File: src/ppl_regs.svh
`ifndef PPL_REGS_SVH
`define PPL_REGS_SVH

// action select codes
`define PPL_ACT_ADDR        2'h0
`define PPL_ACT_DATA        2'h1
`define PPL_ACT_CMD         2'h2
`define PPL_ACT_IDLE        2'h3

// command byte codes
`define PPL_CMD_NOP         8'h00
`define PPL_CMD_CHIP_ERASE  8'h80
`define PPL_CMD_WR_FUSE     8'h40
`define PPL_CMD_WR_LOCK     8'h20
`define PPL_CMD_WR_FLASH    8'h10
`define PPL_CMD_WR_EE       8'h11
`define PPL_CMD_RD_SIG      8'h08
`define PPL_CMD_RD_FUSE     8'h04
`define PPL_CMD_RD_FLASH    8'h02
`define PPL_CMD_RD_EE       8'h03

// page geometry
`define PPL_PAGE_WORDS      5'h10
`define PPL_WORD_IDX_MSB    3
`define PPL_ADDR_HI_BITS    2

// buffering
`define PPL_FIFO_DEPTH      16
`define PPL_FIFO_WIDTH      29

// reset values
`define PPL_RST_CMD         8'h00
`define PPL_RST_BYTE        8'h00
`define PPL_RST_WORD        16'hFFFF

`endif

File: src/ppl_pkg.sv
`default_nettype none

package ppl_pkg;

   typedef enum logic [4:0] {
      PPL_ST_IDLE  = 5'h01,
      PPL_ST_PAGE  = 5'h02,
      PPL_ST_ERASE = 5'h04,
      PPL_ST_DRAIN = 5'h08,
      PPL_ST_LOCK  = 5'h10
   } ppl_state_t;

   typedef enum logic [2:0] {
      PPL_OP_FLASH_WORD  = 3'h0,
      PPL_OP_ERASE_FLASH = 3'h1,
      PPL_OP_ERASE_EE    = 3'h2,
      PPL_OP_LOCK_CLEAR  = 3'h3,
      PPL_OP_FUSE_LO     = 3'h4,
      PPL_OP_FUSE_HI     = 3'h5,
      PPL_OP_LOCK_WR     = 3'h6,
      PPL_OP_EE_BYTE     = 3'h7
   } ppl_op_t;

endpackage : ppl_pkg

`default_nettype wire

File: src/ppl_fifo.sv
`timescale 1ns/1ps
`default_nettype none

module ppl_fifo #(
   parameter int WIDTH = 29,
   parameter int DEPTH = 16
) (
   input  wire logic             clk,
   input  wire logic             rst_n,
   input  wire logic             in_valid,
   output logic                  in_ready,
   input  wire logic [WIDTH-1:0] in_data,
   output logic                  out_valid,
   input  wire logic             out_ready,
   output logic      [WIDTH-1:0] out_data
);

   localparam int AW = $clog2(DEPTH);

   logic [WIDTH-1:0] mem [DEPTH];
   logic [AW-1:0]    wr_ptr;
   logic [AW-1:0]    rd_ptr;
   logic [AW:0]      count;
   wire              push;
   wire              pop;

   assign in_ready  = (count != DEPTH[AW:0]);
   assign out_valid = (count != '0);
   assign push      = in_valid && in_ready;
   assign pop       = out_valid && out_ready;
   assign out_data  = mem[rd_ptr];

   always_ff @(posedge clk) begin
      if (push) begin
         mem[wr_ptr] <= in_data;
      end
   end

   always_ff @(posedge clk) begin
      if (!rst_n) begin
         wr_ptr <= '0;
         rd_ptr <= '0;
         count  <= '0;
      end else begin
         if (push) begin
            wr_ptr <= wr_ptr + AW'(1);
         end
         if (pop) begin
            rd_ptr <= rd_ptr + AW'(1);
         end
         count <= count + (AW+1)'(push) - (AW+1)'(pop);
      end
   end

endmodule : ppl_fifo

`default_nettype wire

File: src/ppl_loader.sv
// Functional notes
// [RULE1] strobe with action 00 loads address low or high byte per byte select
// [RULE2] strobe with action 01 loads data low or high byte per byte select
// [RULE3] strobe with action 10 captures the data bus as the command
// [RULE4] action 11 does nothing; without strobe all registers hold
// [RULE5] programmer drives second byte select only for fuse reads without strobe
// [RULE6] command 80h is chip erase; write pulse starts it, busy until done
// [RULE7] 10h is program page write, 11h is data memory write
// [RULE8] 04h reads fuses and lock, 40h writes fuses, 20h writes lock
// [RULE9] 08h reads signature/calibration, 02h program memory, 03h data memory
// [RULE10] programmer finishes entry within 64 ms, waits 60 us after supply
// [RULE11] programmer waits 20 us, applies high voltage, waits 10 us
// [RULE12] programmer then sets clock fuses for internal 8 MHz mode
// [RULE13] programmer erases chip before changing fuses when locked
// [RULE14] mode ends on power down or reset pin at zero; reentry needed
// [RULE15] command and address stay loaded across operations
// [RULE16] programmer reloads high address only for a new 256 window
// [RULE17] programmer may skip writing FFh after erase
// [RULE18] erase clears program, data memory, then lock bits; fuses kept
// [RULE19] data preserve fuse programmed keeps data memory through erase
// [RULE20] programmer erases before reprogramming either memory
// [RULE21] loaded words go to a page buffer programmed in one operation
// [RULE22] high address byte comes from data bus, range 00h to 03h
// [RULE23] low address bits pick word, higher bits pick page
// [RULE24] write pulse with byte select low programs page, busy until done
// [RULE25] ready/busy low while programming, high when ready
// [RULE26] page is 16 words, index bits 3:0, 64 pages on bits 9:4
`timescale 1ns/1ps
`default_nettype none
`include "ppl_regs.svh"

module ppl_loader
   import ppl_pkg::*;
(
   input  wire logic        clk,
   input  wire logic        rst_n,
   // programming pins
   input  wire logic        prog_mode_pin,
   input  wire logic        load_strobe_pin,
   input  wire logic        action_select_hi,
   input  wire logic        action_select_lo,
   input  wire logic        byte_select_first,
   input  wire logic        write_pulse_n,
   input  wire logic        output_enable_n,
   input  wire logic [7:0]  data_in,
   output logic      [7:0]  data_out,
   output logic             data_oe_n,
   output logic             ready_busy_flag,
   // fuse state
   input  wire logic        keep_nvdata_fuse,
   // memory read port
   output logic      [9:0]  rd_addr,
   output logic             rd_high,
   output logic             rd_sel_second,
   output logic      [7:0]  cmd_code,
   input  wire logic [7:0]  rd_data,
   // memory write port
   output logic             nvm_valid,
   input  wire logic        nvm_ready,
   output logic      [2:0]  nvm_op,
   output logic      [9:0]  nvm_addr,
   output logic      [15:0] nvm_data,
   input  wire logic        nvm_idle
);

   // ==========================================================
   // pin synchronisers
   // ==========================================================
   localparam int NSYNC = 15;

   logic [NSYNC-1:0] sync_a;
   logic [NSYNC-1:0] sync_b;
   logic             strobe_d;
   logic             wr_d;

   always_ff @(posedge clk) begin
      if (!rst_n) begin
         sync_a <= '0;
         sync_b <= '0;
      end else begin
         sync_a <= {prog_mode_pin, load_strobe_pin, action_select_hi, action_select_lo,
                    byte_select_first, write_pulse_n, output_enable_n, data_in};
         sync_b <= sync_a;
      end
   end

   wire       in_mode  = sync_b[14];
   wire       strobe_s = sync_b[13];
   wire [1:0] action   = sync_b[12:11];
   wire       bs_first = sync_b[10];
   wire       wr_n_s   = sync_b[9];
   wire       oe_n_s   = sync_b[8];
   wire [7:0] bus      = sync_b[7:0];
   // second byte select shares the action high pin
   wire       bs_second = sync_b[12];

   always_ff @(posedge clk) begin
      if (!rst_n) begin
         strobe_d <= 1'b0;
         wr_d     <= 1'b1;
      end else begin
         strobe_d <= strobe_s;
         wr_d     <= wr_n_s;
      end
   end

   // leaving programming mode clears everything but the pin synchronisers and edge flops, like a reset
   wire clr       = !rst_n || !in_mode; // [RULE14]
   wire strobe_up = strobe_s && !strobe_d && in_mode;
   wire wr_fall   = !wr_n_s && wr_d && in_mode;

   // ==========================================================
   // command, address and data registers
   // ==========================================================
   logic [7:0]  cmd;
   logic [7:0]  addr_lo;
   logic [`PPL_ADDR_HI_BITS-1:0] addr_hi;
   logic [7:0]  data_lo;
   logic [7:0]  data_hi;

   // action 11 and no strobe leave every register alone
   wire ld_addr = strobe_up && (action == `PPL_ACT_ADDR); // [RULE1] [RULE4]
   wire ld_data = strobe_up && (action == `PPL_ACT_DATA); // [RULE2] [RULE4]
   wire ld_cmd  = strobe_up && (action == `PPL_ACT_CMD);  // [RULE3] [RULE4]

   // command decode
   wire is_erase    = (cmd == `PPL_CMD_CHIP_ERASE); // [RULE6]
   wire is_wr_flash = (cmd == `PPL_CMD_WR_FLASH);   // [RULE7]
   wire is_wr_ee    = (cmd == `PPL_CMD_WR_EE);      // [RULE7]
   wire is_wr_fuse  = (cmd == `PPL_CMD_WR_FUSE);    // [RULE8]
   wire is_wr_lock  = (cmd == `PPL_CMD_WR_LOCK);    // [RULE8]
   wire is_rd_fuse  = (cmd == `PPL_CMD_RD_FUSE);    // [RULE8]
   wire is_rd_sig   = (cmd == `PPL_CMD_RD_SIG);     // [RULE9]
   wire is_rd_flash = (cmd == `PPL_CMD_RD_FLASH);   // [RULE9]
   wire is_rd_ee    = (cmd == `PPL_CMD_RD_EE);      // [RULE9]
   wire is_read     = is_rd_fuse || is_rd_sig || is_rd_flash || is_rd_ee;

   // held until reloaded, so one load serves many locations
   always_ff @(posedge clk) begin
      if (clr) begin
         cmd <= `PPL_RST_CMD;
      end else if (ld_cmd) begin
         cmd <= bus; // [RULE3] [RULE15]
      end
   end

   always_ff @(posedge clk) begin
      if (clr) begin
         addr_lo <= `PPL_RST_BYTE;
         addr_hi <= '0;
      end else if (ld_addr && !bs_first) begin
         addr_lo <= bus; // [RULE1] [RULE15]
      end else if (ld_addr && bs_first) begin
         // only 00h..03h is meaningful; upper bits dropped
         addr_hi <= bus[`PPL_ADDR_HI_BITS-1:0]; // [RULE22]
      end
   end

   always_ff @(posedge clk) begin
      if (clr) begin
         data_lo <= `PPL_RST_BYTE;
         data_hi <= `PPL_RST_BYTE;
      end else if (ld_data && !bs_first) begin
         data_lo <= bus; // [RULE2]
      end else if (ld_data && bs_first) begin
         data_hi <= bus; // [RULE2]
      end
   end

   // ==========================================================
   // page buffer
   // ==========================================================
   logic [15:0] page_buf [`PPL_FIFO_DEPTH];

   wire [`PPL_WORD_IDX_MSB:0] page_word_index   = addr_lo[`PPL_WORD_IDX_MSB:0];          // [RULE26]
   // upper low-byte bits join the high byte to form the page
   wire [5:0]                 page_number_index = {addr_hi, addr_lo[7:4]};               // [RULE23] [RULE26]
   // a word is latched when its high byte arrives
   wire                       buf_wr            = ld_data && bs_first && is_wr_flash;   // [RULE21]

   always_ff @(posedge clk) begin
      if (clr) begin
         for (int i = 0; i < `PPL_FIFO_DEPTH; i++) begin
            page_buf[i] <= `PPL_RST_WORD;
         end
      end else if (buf_wr) begin
         page_buf[page_word_index] <= {bus, data_lo}; // [RULE21]
      end
   end

   // ==========================================================
   // operation sequencer
   // ==========================================================
   ppl_state_t state;
   ppl_state_t next_state;
   logic [4:0] cnt;
   logic [4:0] next_cnt;
   logic       erase_pend;
   logic       next_erase_pend;

   logic        push_valid;
   logic [2:0]  push_op;
   logic [9:0]  push_addr;
   logic [15:0] push_data;
   wire         push_ready;

   // erase of data memory is skipped when the preserve fuse is programmed (low)
   wire ee_erase = keep_nvdata_fuse; // [RULE19]

   wire start_page  = wr_fall && is_wr_flash && !bs_first; // [RULE24]
   wire start_erase = wr_fall && is_erase;                 // [RULE6]
   wire start_misc  = wr_fall && (is_wr_fuse || is_wr_lock || is_wr_ee);

   always_comb begin
      next_state      = state;
      next_cnt        = cnt;
      next_erase_pend = erase_pend;
      push_valid      = 1'b0;
      push_op         = PPL_OP_FLASH_WORD;
      push_addr       = '0;
      push_data       = '0;
      case (state)
         PPL_ST_IDLE: begin
            next_cnt = '0;
            if (start_page) begin
               next_state = PPL_ST_PAGE;
            end else if (start_erase) begin
               next_state      = PPL_ST_ERASE;
               next_erase_pend = 1'b1;
            end else if (start_misc) begin
               push_valid = 1'b1;
               push_addr  = {addr_hi, addr_lo};
               push_data  = {8'h00, data_lo};
               if (is_wr_lock) begin
                  push_op = PPL_OP_LOCK_WR;
               end else if (is_wr_ee) begin
                  push_op = PPL_OP_EE_BYTE;
               end else if (bs_first) begin
                  push_op = PPL_OP_FUSE_HI;
               end else begin
                  push_op = PPL_OP_FUSE_LO;
               end
               // fifo is empty when idle, so the push always lands
               next_state = PPL_ST_DRAIN;
            end
         end
         PPL_ST_PAGE: begin
            // whole buffered page streamed as one operation
            push_valid = 1'b1;                                       // [RULE21] [RULE24]
            push_op    = PPL_OP_FLASH_WORD;
            push_addr  = {page_number_index, cnt[`PPL_WORD_IDX_MSB:0]}; // [RULE23]
            push_data  = page_buf[cnt[`PPL_WORD_IDX_MSB:0]];
            if (push_ready) begin
               next_cnt = cnt + 5'h01;
               if (next_cnt == `PPL_PAGE_WORDS) begin
                  next_state = PPL_ST_DRAIN;
               end
            end
         end
         PPL_ST_ERASE: begin
            push_valid = 1'b1;
            push_op    = (cnt == 5'h00) ? PPL_OP_ERASE_FLASH : PPL_OP_ERASE_EE; // [RULE18]
            if (push_ready) begin
               next_cnt = cnt + 5'h01;
               if (cnt != 5'h00 || !ee_erase) begin
                  next_state = PPL_ST_DRAIN; // [RULE19]
               end
            end
         end
         PPL_ST_DRAIN: begin
            // memory must be fully done before lock bits may clear
            if (!nvm_valid && nvm_idle) begin
               next_state = erase_pend ? PPL_ST_LOCK : PPL_ST_IDLE; // [RULE18]
            end
         end
         PPL_ST_LOCK: begin
            push_valid = 1'b1;
            push_op    = PPL_OP_LOCK_CLEAR; // [RULE18]
            if (push_ready) begin
               next_erase_pend = 1'b0;
               next_state      = PPL_ST_DRAIN;
            end
         end
         default: begin
            next_state = PPL_ST_IDLE;
         end
      endcase
   end

   always_ff @(posedge clk) begin
      if (clr) begin
         state      <= PPL_ST_IDLE;
         cnt        <= '0;
         erase_pend <= 1'b0;
      end else begin
         state      <= next_state;
         cnt        <= next_cnt;
         erase_pend <= next_erase_pend;
      end
   end

   // busy from the write pulse edge until everything has landed
   always_ff @(posedge clk) begin
      if (clr) begin
         ready_busy_flag <= 1'b1;
      end else begin
         ready_busy_flag <= (next_state == PPL_ST_IDLE); // [RULE6] [RULE24] [RULE25]
      end
   end

   // ==========================================================
   // write queue toward the memory
   // ==========================================================
   // the 16-deep queue holds a whole page, so nvm_ready back-pressure never stalls the page streaming above
   ppl_fifo #(
      .WIDTH (`PPL_FIFO_WIDTH),
      .DEPTH (`PPL_FIFO_DEPTH)
   ) u_ppl_fifo (
      .clk       (clk),
      .rst_n     (!clr),
      .in_valid  (push_valid),
      .in_ready  (push_ready),
      .in_data   ({push_op, push_addr, push_data}),
      .out_valid (nvm_valid),
      .out_ready (nvm_ready),
      .out_data  ({nvm_op, nvm_addr, nvm_data})
   );

   // ==========================================================
   // read path
   // ==========================================================
   assign rd_addr       = {addr_hi, addr_lo};
   assign rd_high       = bs_first;
   // only meaningful during fuse reads with no strobe
   assign rd_sel_second = bs_second;
   assign cmd_code      = cmd;

   wire drive = in_mode && !oe_n_s && is_read;

   always_ff @(posedge clk) begin
      if (clr) begin
         data_out  <= 8'h00;
         data_oe_n <= 1'b1;
      end else begin
         data_out  <= drive ? rd_data : 8'h00;
         data_oe_n <= !drive;
      end
   end

endmodule : ppl_loader

`default_nettype wire

File: config.mk
export PLATFORM = sky130hd
export DESIGN_NAME = ppl_loader
export DESIGN_NICKNAME = d
export VERILOG_FILES = /design/src/ppl_pkg.sv /design/src/ppl_fifo.sv /design/src/ppl_loader.sv
export VERILOG_INCLUDE_DIRS = /design/src
export SDC_FILE = /design/constraint.sdc
export NUM_CORES = 1
export LEC_CHECK = 0
export BUFFER_PORTS_ARGS = -buffer_cell sky130_fd_sc_hd__buf_2
export CORE_UTILIZATION = 25
export DETAILED_ROUTE_END_ITERATION = 8
export GPL_TIMING_DRIVEN = 1
export SETUP_SLACK_MARGIN = 0.5
export SKIP_CTS_REPAIR_TIMING = 1
export SLEW_MARGIN = 5
export SYNTH_ARGS = -nofsm -noshare
export SYNTH_HDL_FRONTEND = slang
export SYNTH_SLANG_ARGS = --single-unit
File: constraint.sdc
create_clock -name clk -period 6.26 [get_ports clk]
set_input_delay 0.626 -clock clk [delete_from_list [all_inputs] [get_ports clk]]
set_output_delay 0.626 -clock clk [all_outputs]
set_load 0.1 [all_outputs]
==> impl_metrics.yaml <==
sta:
  clock_skew_ps: 23.4
  report.final.slew_viol_count: 0
  fin_setup_tns_ps: 0
  period_needed_ps: 4220
  fmax_mhz: 237
  finalCritPeriodShare_pct: 67.4
  hold_viol_final: 0
  setup_viol: 0
  maxSlewHeadroom_pct: 14.9
  worst_pin_slew_ps: 1270
  rsz0062_at_grt: "false"
cells_and_area:
  layout-drive-gt1-share_pct: 35.0
  stdcell_area_mm2: 0.0384
  register_area_mm2: 0.0236
  final_nets: 1917
  num-fill-cells: 12800
  stdcell_count: 3699
  area_growth_pct: 15.6
  multi_input_area_mm2: 0.00912
power:
  power_density_mw_per_mm2: 283
  ir_drop_uv: 249
  p_leak_uw: 0.00997
  finalPower_uw: 10900
synth:
  synth_edf_count: 720
  ys_ff_latch: 820
  netlist_area_mm2: 0.0332
  yosysSeqAreaShare_pct: 71.1
  synth.avg_cell_area_um2: 18.8
  yosysUniqueCellTypes: 71
  async_flop_share_pct: 0
  netlist_instances: 1771
  yosys_warnings: 0
  syn-num-nets: 1813
  synthFlopType: "edfxtp_1"
place:
  numPortBuffers: 87
  place_area_mm2: 0.0357
  dp.cells: 3546
  dp_hpwl_um: 50400
  gp_congestion: 0.804
detailed_routing:
  first_pass_iters: 5
  drc: 0
  wirelength_um: 82400
  drtIter0Drc: 1838
  ant_nets: 0
  vias: 16700
  wl_per_cell_um: 22.3
  viasPerCell: 4.51
setup_path:
  cp-start-kind: "flop"
  crit_required_ps: 5630
  cp_common_cell: "mux4_2"
  slowest_delay_ps: 930
  crit_chain: "buf_4, mux4_2, mux4_2, buf_2"
  crit_fanout: 44
  criticalPathCategory: "reg -> out"
  rr_worst_depth: 4
  worst_path_max_delay_cell: "dfxtp_4"
  worstSetupEndpointType: "output port"
  arrival_ps: 3600
global_routing:
  grt_max_degree: 60
  grt_pass1_vias: 17300
  antenna_found_initial: 5
  grt_pass1_wl_um: 121000
  grt_usage_pct: 12.2
  gr-total-overflow: 0
clocking:
  cts_buffers: 82
  worst_skew_pair.late_latency_ps: 650
  cts_tree: "done"
  clk_pin_slew_ps: 60
  h-tree-depth: 3
  cts_buffer_depth: 3
  cts-root-buf: "clkbuf_16"
  cts_sinks: 820
min_path:
  min_path_type: "in -> reg"
  hold_depth: 2
floorplan:
  io_pins: 88
  initial_utilization_pct: 25.2
  die-area_mm2: 0.134
  die_w_um: 367
  rows: 133
  die_y_um: 367
  core_mm2: 0.132
flow_run:
  cap_violations: 0
status:
  outcome: "finished clean"
## final cells by class
type,count,share of cell area [%]
flip-flops and latches,820,61.5
multi-input cells,829,23.7
well taps,1755,5.72
clock buffers,98,5.61
repair buffers,122,1.85
clock inverters,53,1.35
inverters,20,0.195
diodes,2,0.0130
## report_power, final
group	switching [µW]	internal, µW
Clock	2100	2810
Combinational	36.1	16.9
Sequential	22.2	5880
Total	2160	8700
## state kept, by name, indices dropped and copies added, names as in the netlist, named ones only
signal / flops
u_ppl_fifo.count: 5
addr_hi: 2
cnt: 5
erase_pend: 1
ready_busy_flag: 1
wr_d: 1
sync_a: 15
state: 5
data_lo: 8
page_buf: 256
sync_b: 15
u_ppl_fifo.rd_ptr: 4
strobe_d: 1
addr_lo: 8
cmd_code: 8
data_out: 8
u_ppl_fifo.mem: 464
u_ppl_fifo.wr_ptr: 4
data_oe_n: 1
## critical path, delay by kind of cell (launching register included)
| family | cells | cell delay, ps |
|---|---|---|
| mux | 2 | 1080 |
| buf+inv | 2 | 870 |
| flops | 1 | 930 |
## kinds of logic after synthesis
| kind of cell | after synthesis | synth area share [%] |
|---|---|---|
| compound gates | 59 | 1.28 |
| xor+xnor | 10 | 0.264 |
| fa+ha+maj | 14 | 0.550 |
| buf+inv | 122 | 1.56 |
| flops | 820 | 71.1 |
| mux | 256 | 16.2 |
| simple gates | 490 | 9.07 |
## layout by cell type (no fill, tap or decap), types with 10 or more instances in the layout
master     count
a21oi_1       16
and2_1        59
and2_2        13
buf_2         87
buf_4         34
clkbuf_1      14
clkbuf_16     84
clkinv_1      10
clkinv_2      20
dfxtp_1       94
edfxtp_1     720
ha_1          13
inv_1         19
mux2i_1       30
mux4_2       225
nand2_1       38
nand2b_1      99
nor2_1        51
or2_2        155
## per-layer routing
metal | vias up | part of all wire, % | global-route usage (%)
met2 | 579 | 51 | 21.0
li1 | 7126 | - | -
met5 | - | 0.016 | 0
met1 | 8872 | 41 | 15.9
met3 | 93 | 6.4 | 1.89
met4 | 2 | 1.7 | 3.09
## metrics by stage
| step | hold slack, ps | util (%) | worst slack [ps] |
|---|---|---|---|
| finish | 183 | 29.2 | 2040 |
| global route | 165 | 29.2 | 1780 |
| CTS | 138 | 29.2 | 1920 |
| detailed placement | 425 | 27.2 | 2350 |
| global placement | 415 | 27.2 | 2480 |
| floorplan | 402 | - | 2860 |
## path summary, 6_finish.rpt
path	from	to	slack, ps
setup / recovery	flop	nvm_data[1]	2040
hold / removal	rd_data[6]	data_out[6]	180
setup reg to reg	flop	u_ppl_fifo.mem[6][9]	2840
hold reg to reg	sync_a[8]	sync_b[8]	440
## cells in the mapped netlist (all sizes together), types with 2 or more instances
cell,n,area (µm²)
nor4,7,110
nor3,4,31.3
or3,4,25.0
inv,20,75.1
nor3b,5,42.5
a22o,8,70.1
nor4b,3,26.3
xor2,8,70.1
edfxtp,720,21600
a21oi,16,80.1
and4,5,43.8
a41oi,2,17.5
nand4,5,46.3
xnor2,2,17.5
o21ai,10,50.0
nor2,52,198
mux2i,30,300
or2b,6,45.0
a31oi,2,12.5
and3,7,46.3
nor2b,3,18.8
mux4,225,5070
or4,2,18.8
nand2,39,146
clkbuf,68,263
o211ai,5,42.5
nand3,7,40.0
nand2b,99,619
or2,161,1010
nand3b,3,22.5
a31o,2,17.5
a211oi,6,60.1
ha,13,163
buf,34,179
and2,73,460
dfxtp,100,2000
(Power assumes the default switching activity.)
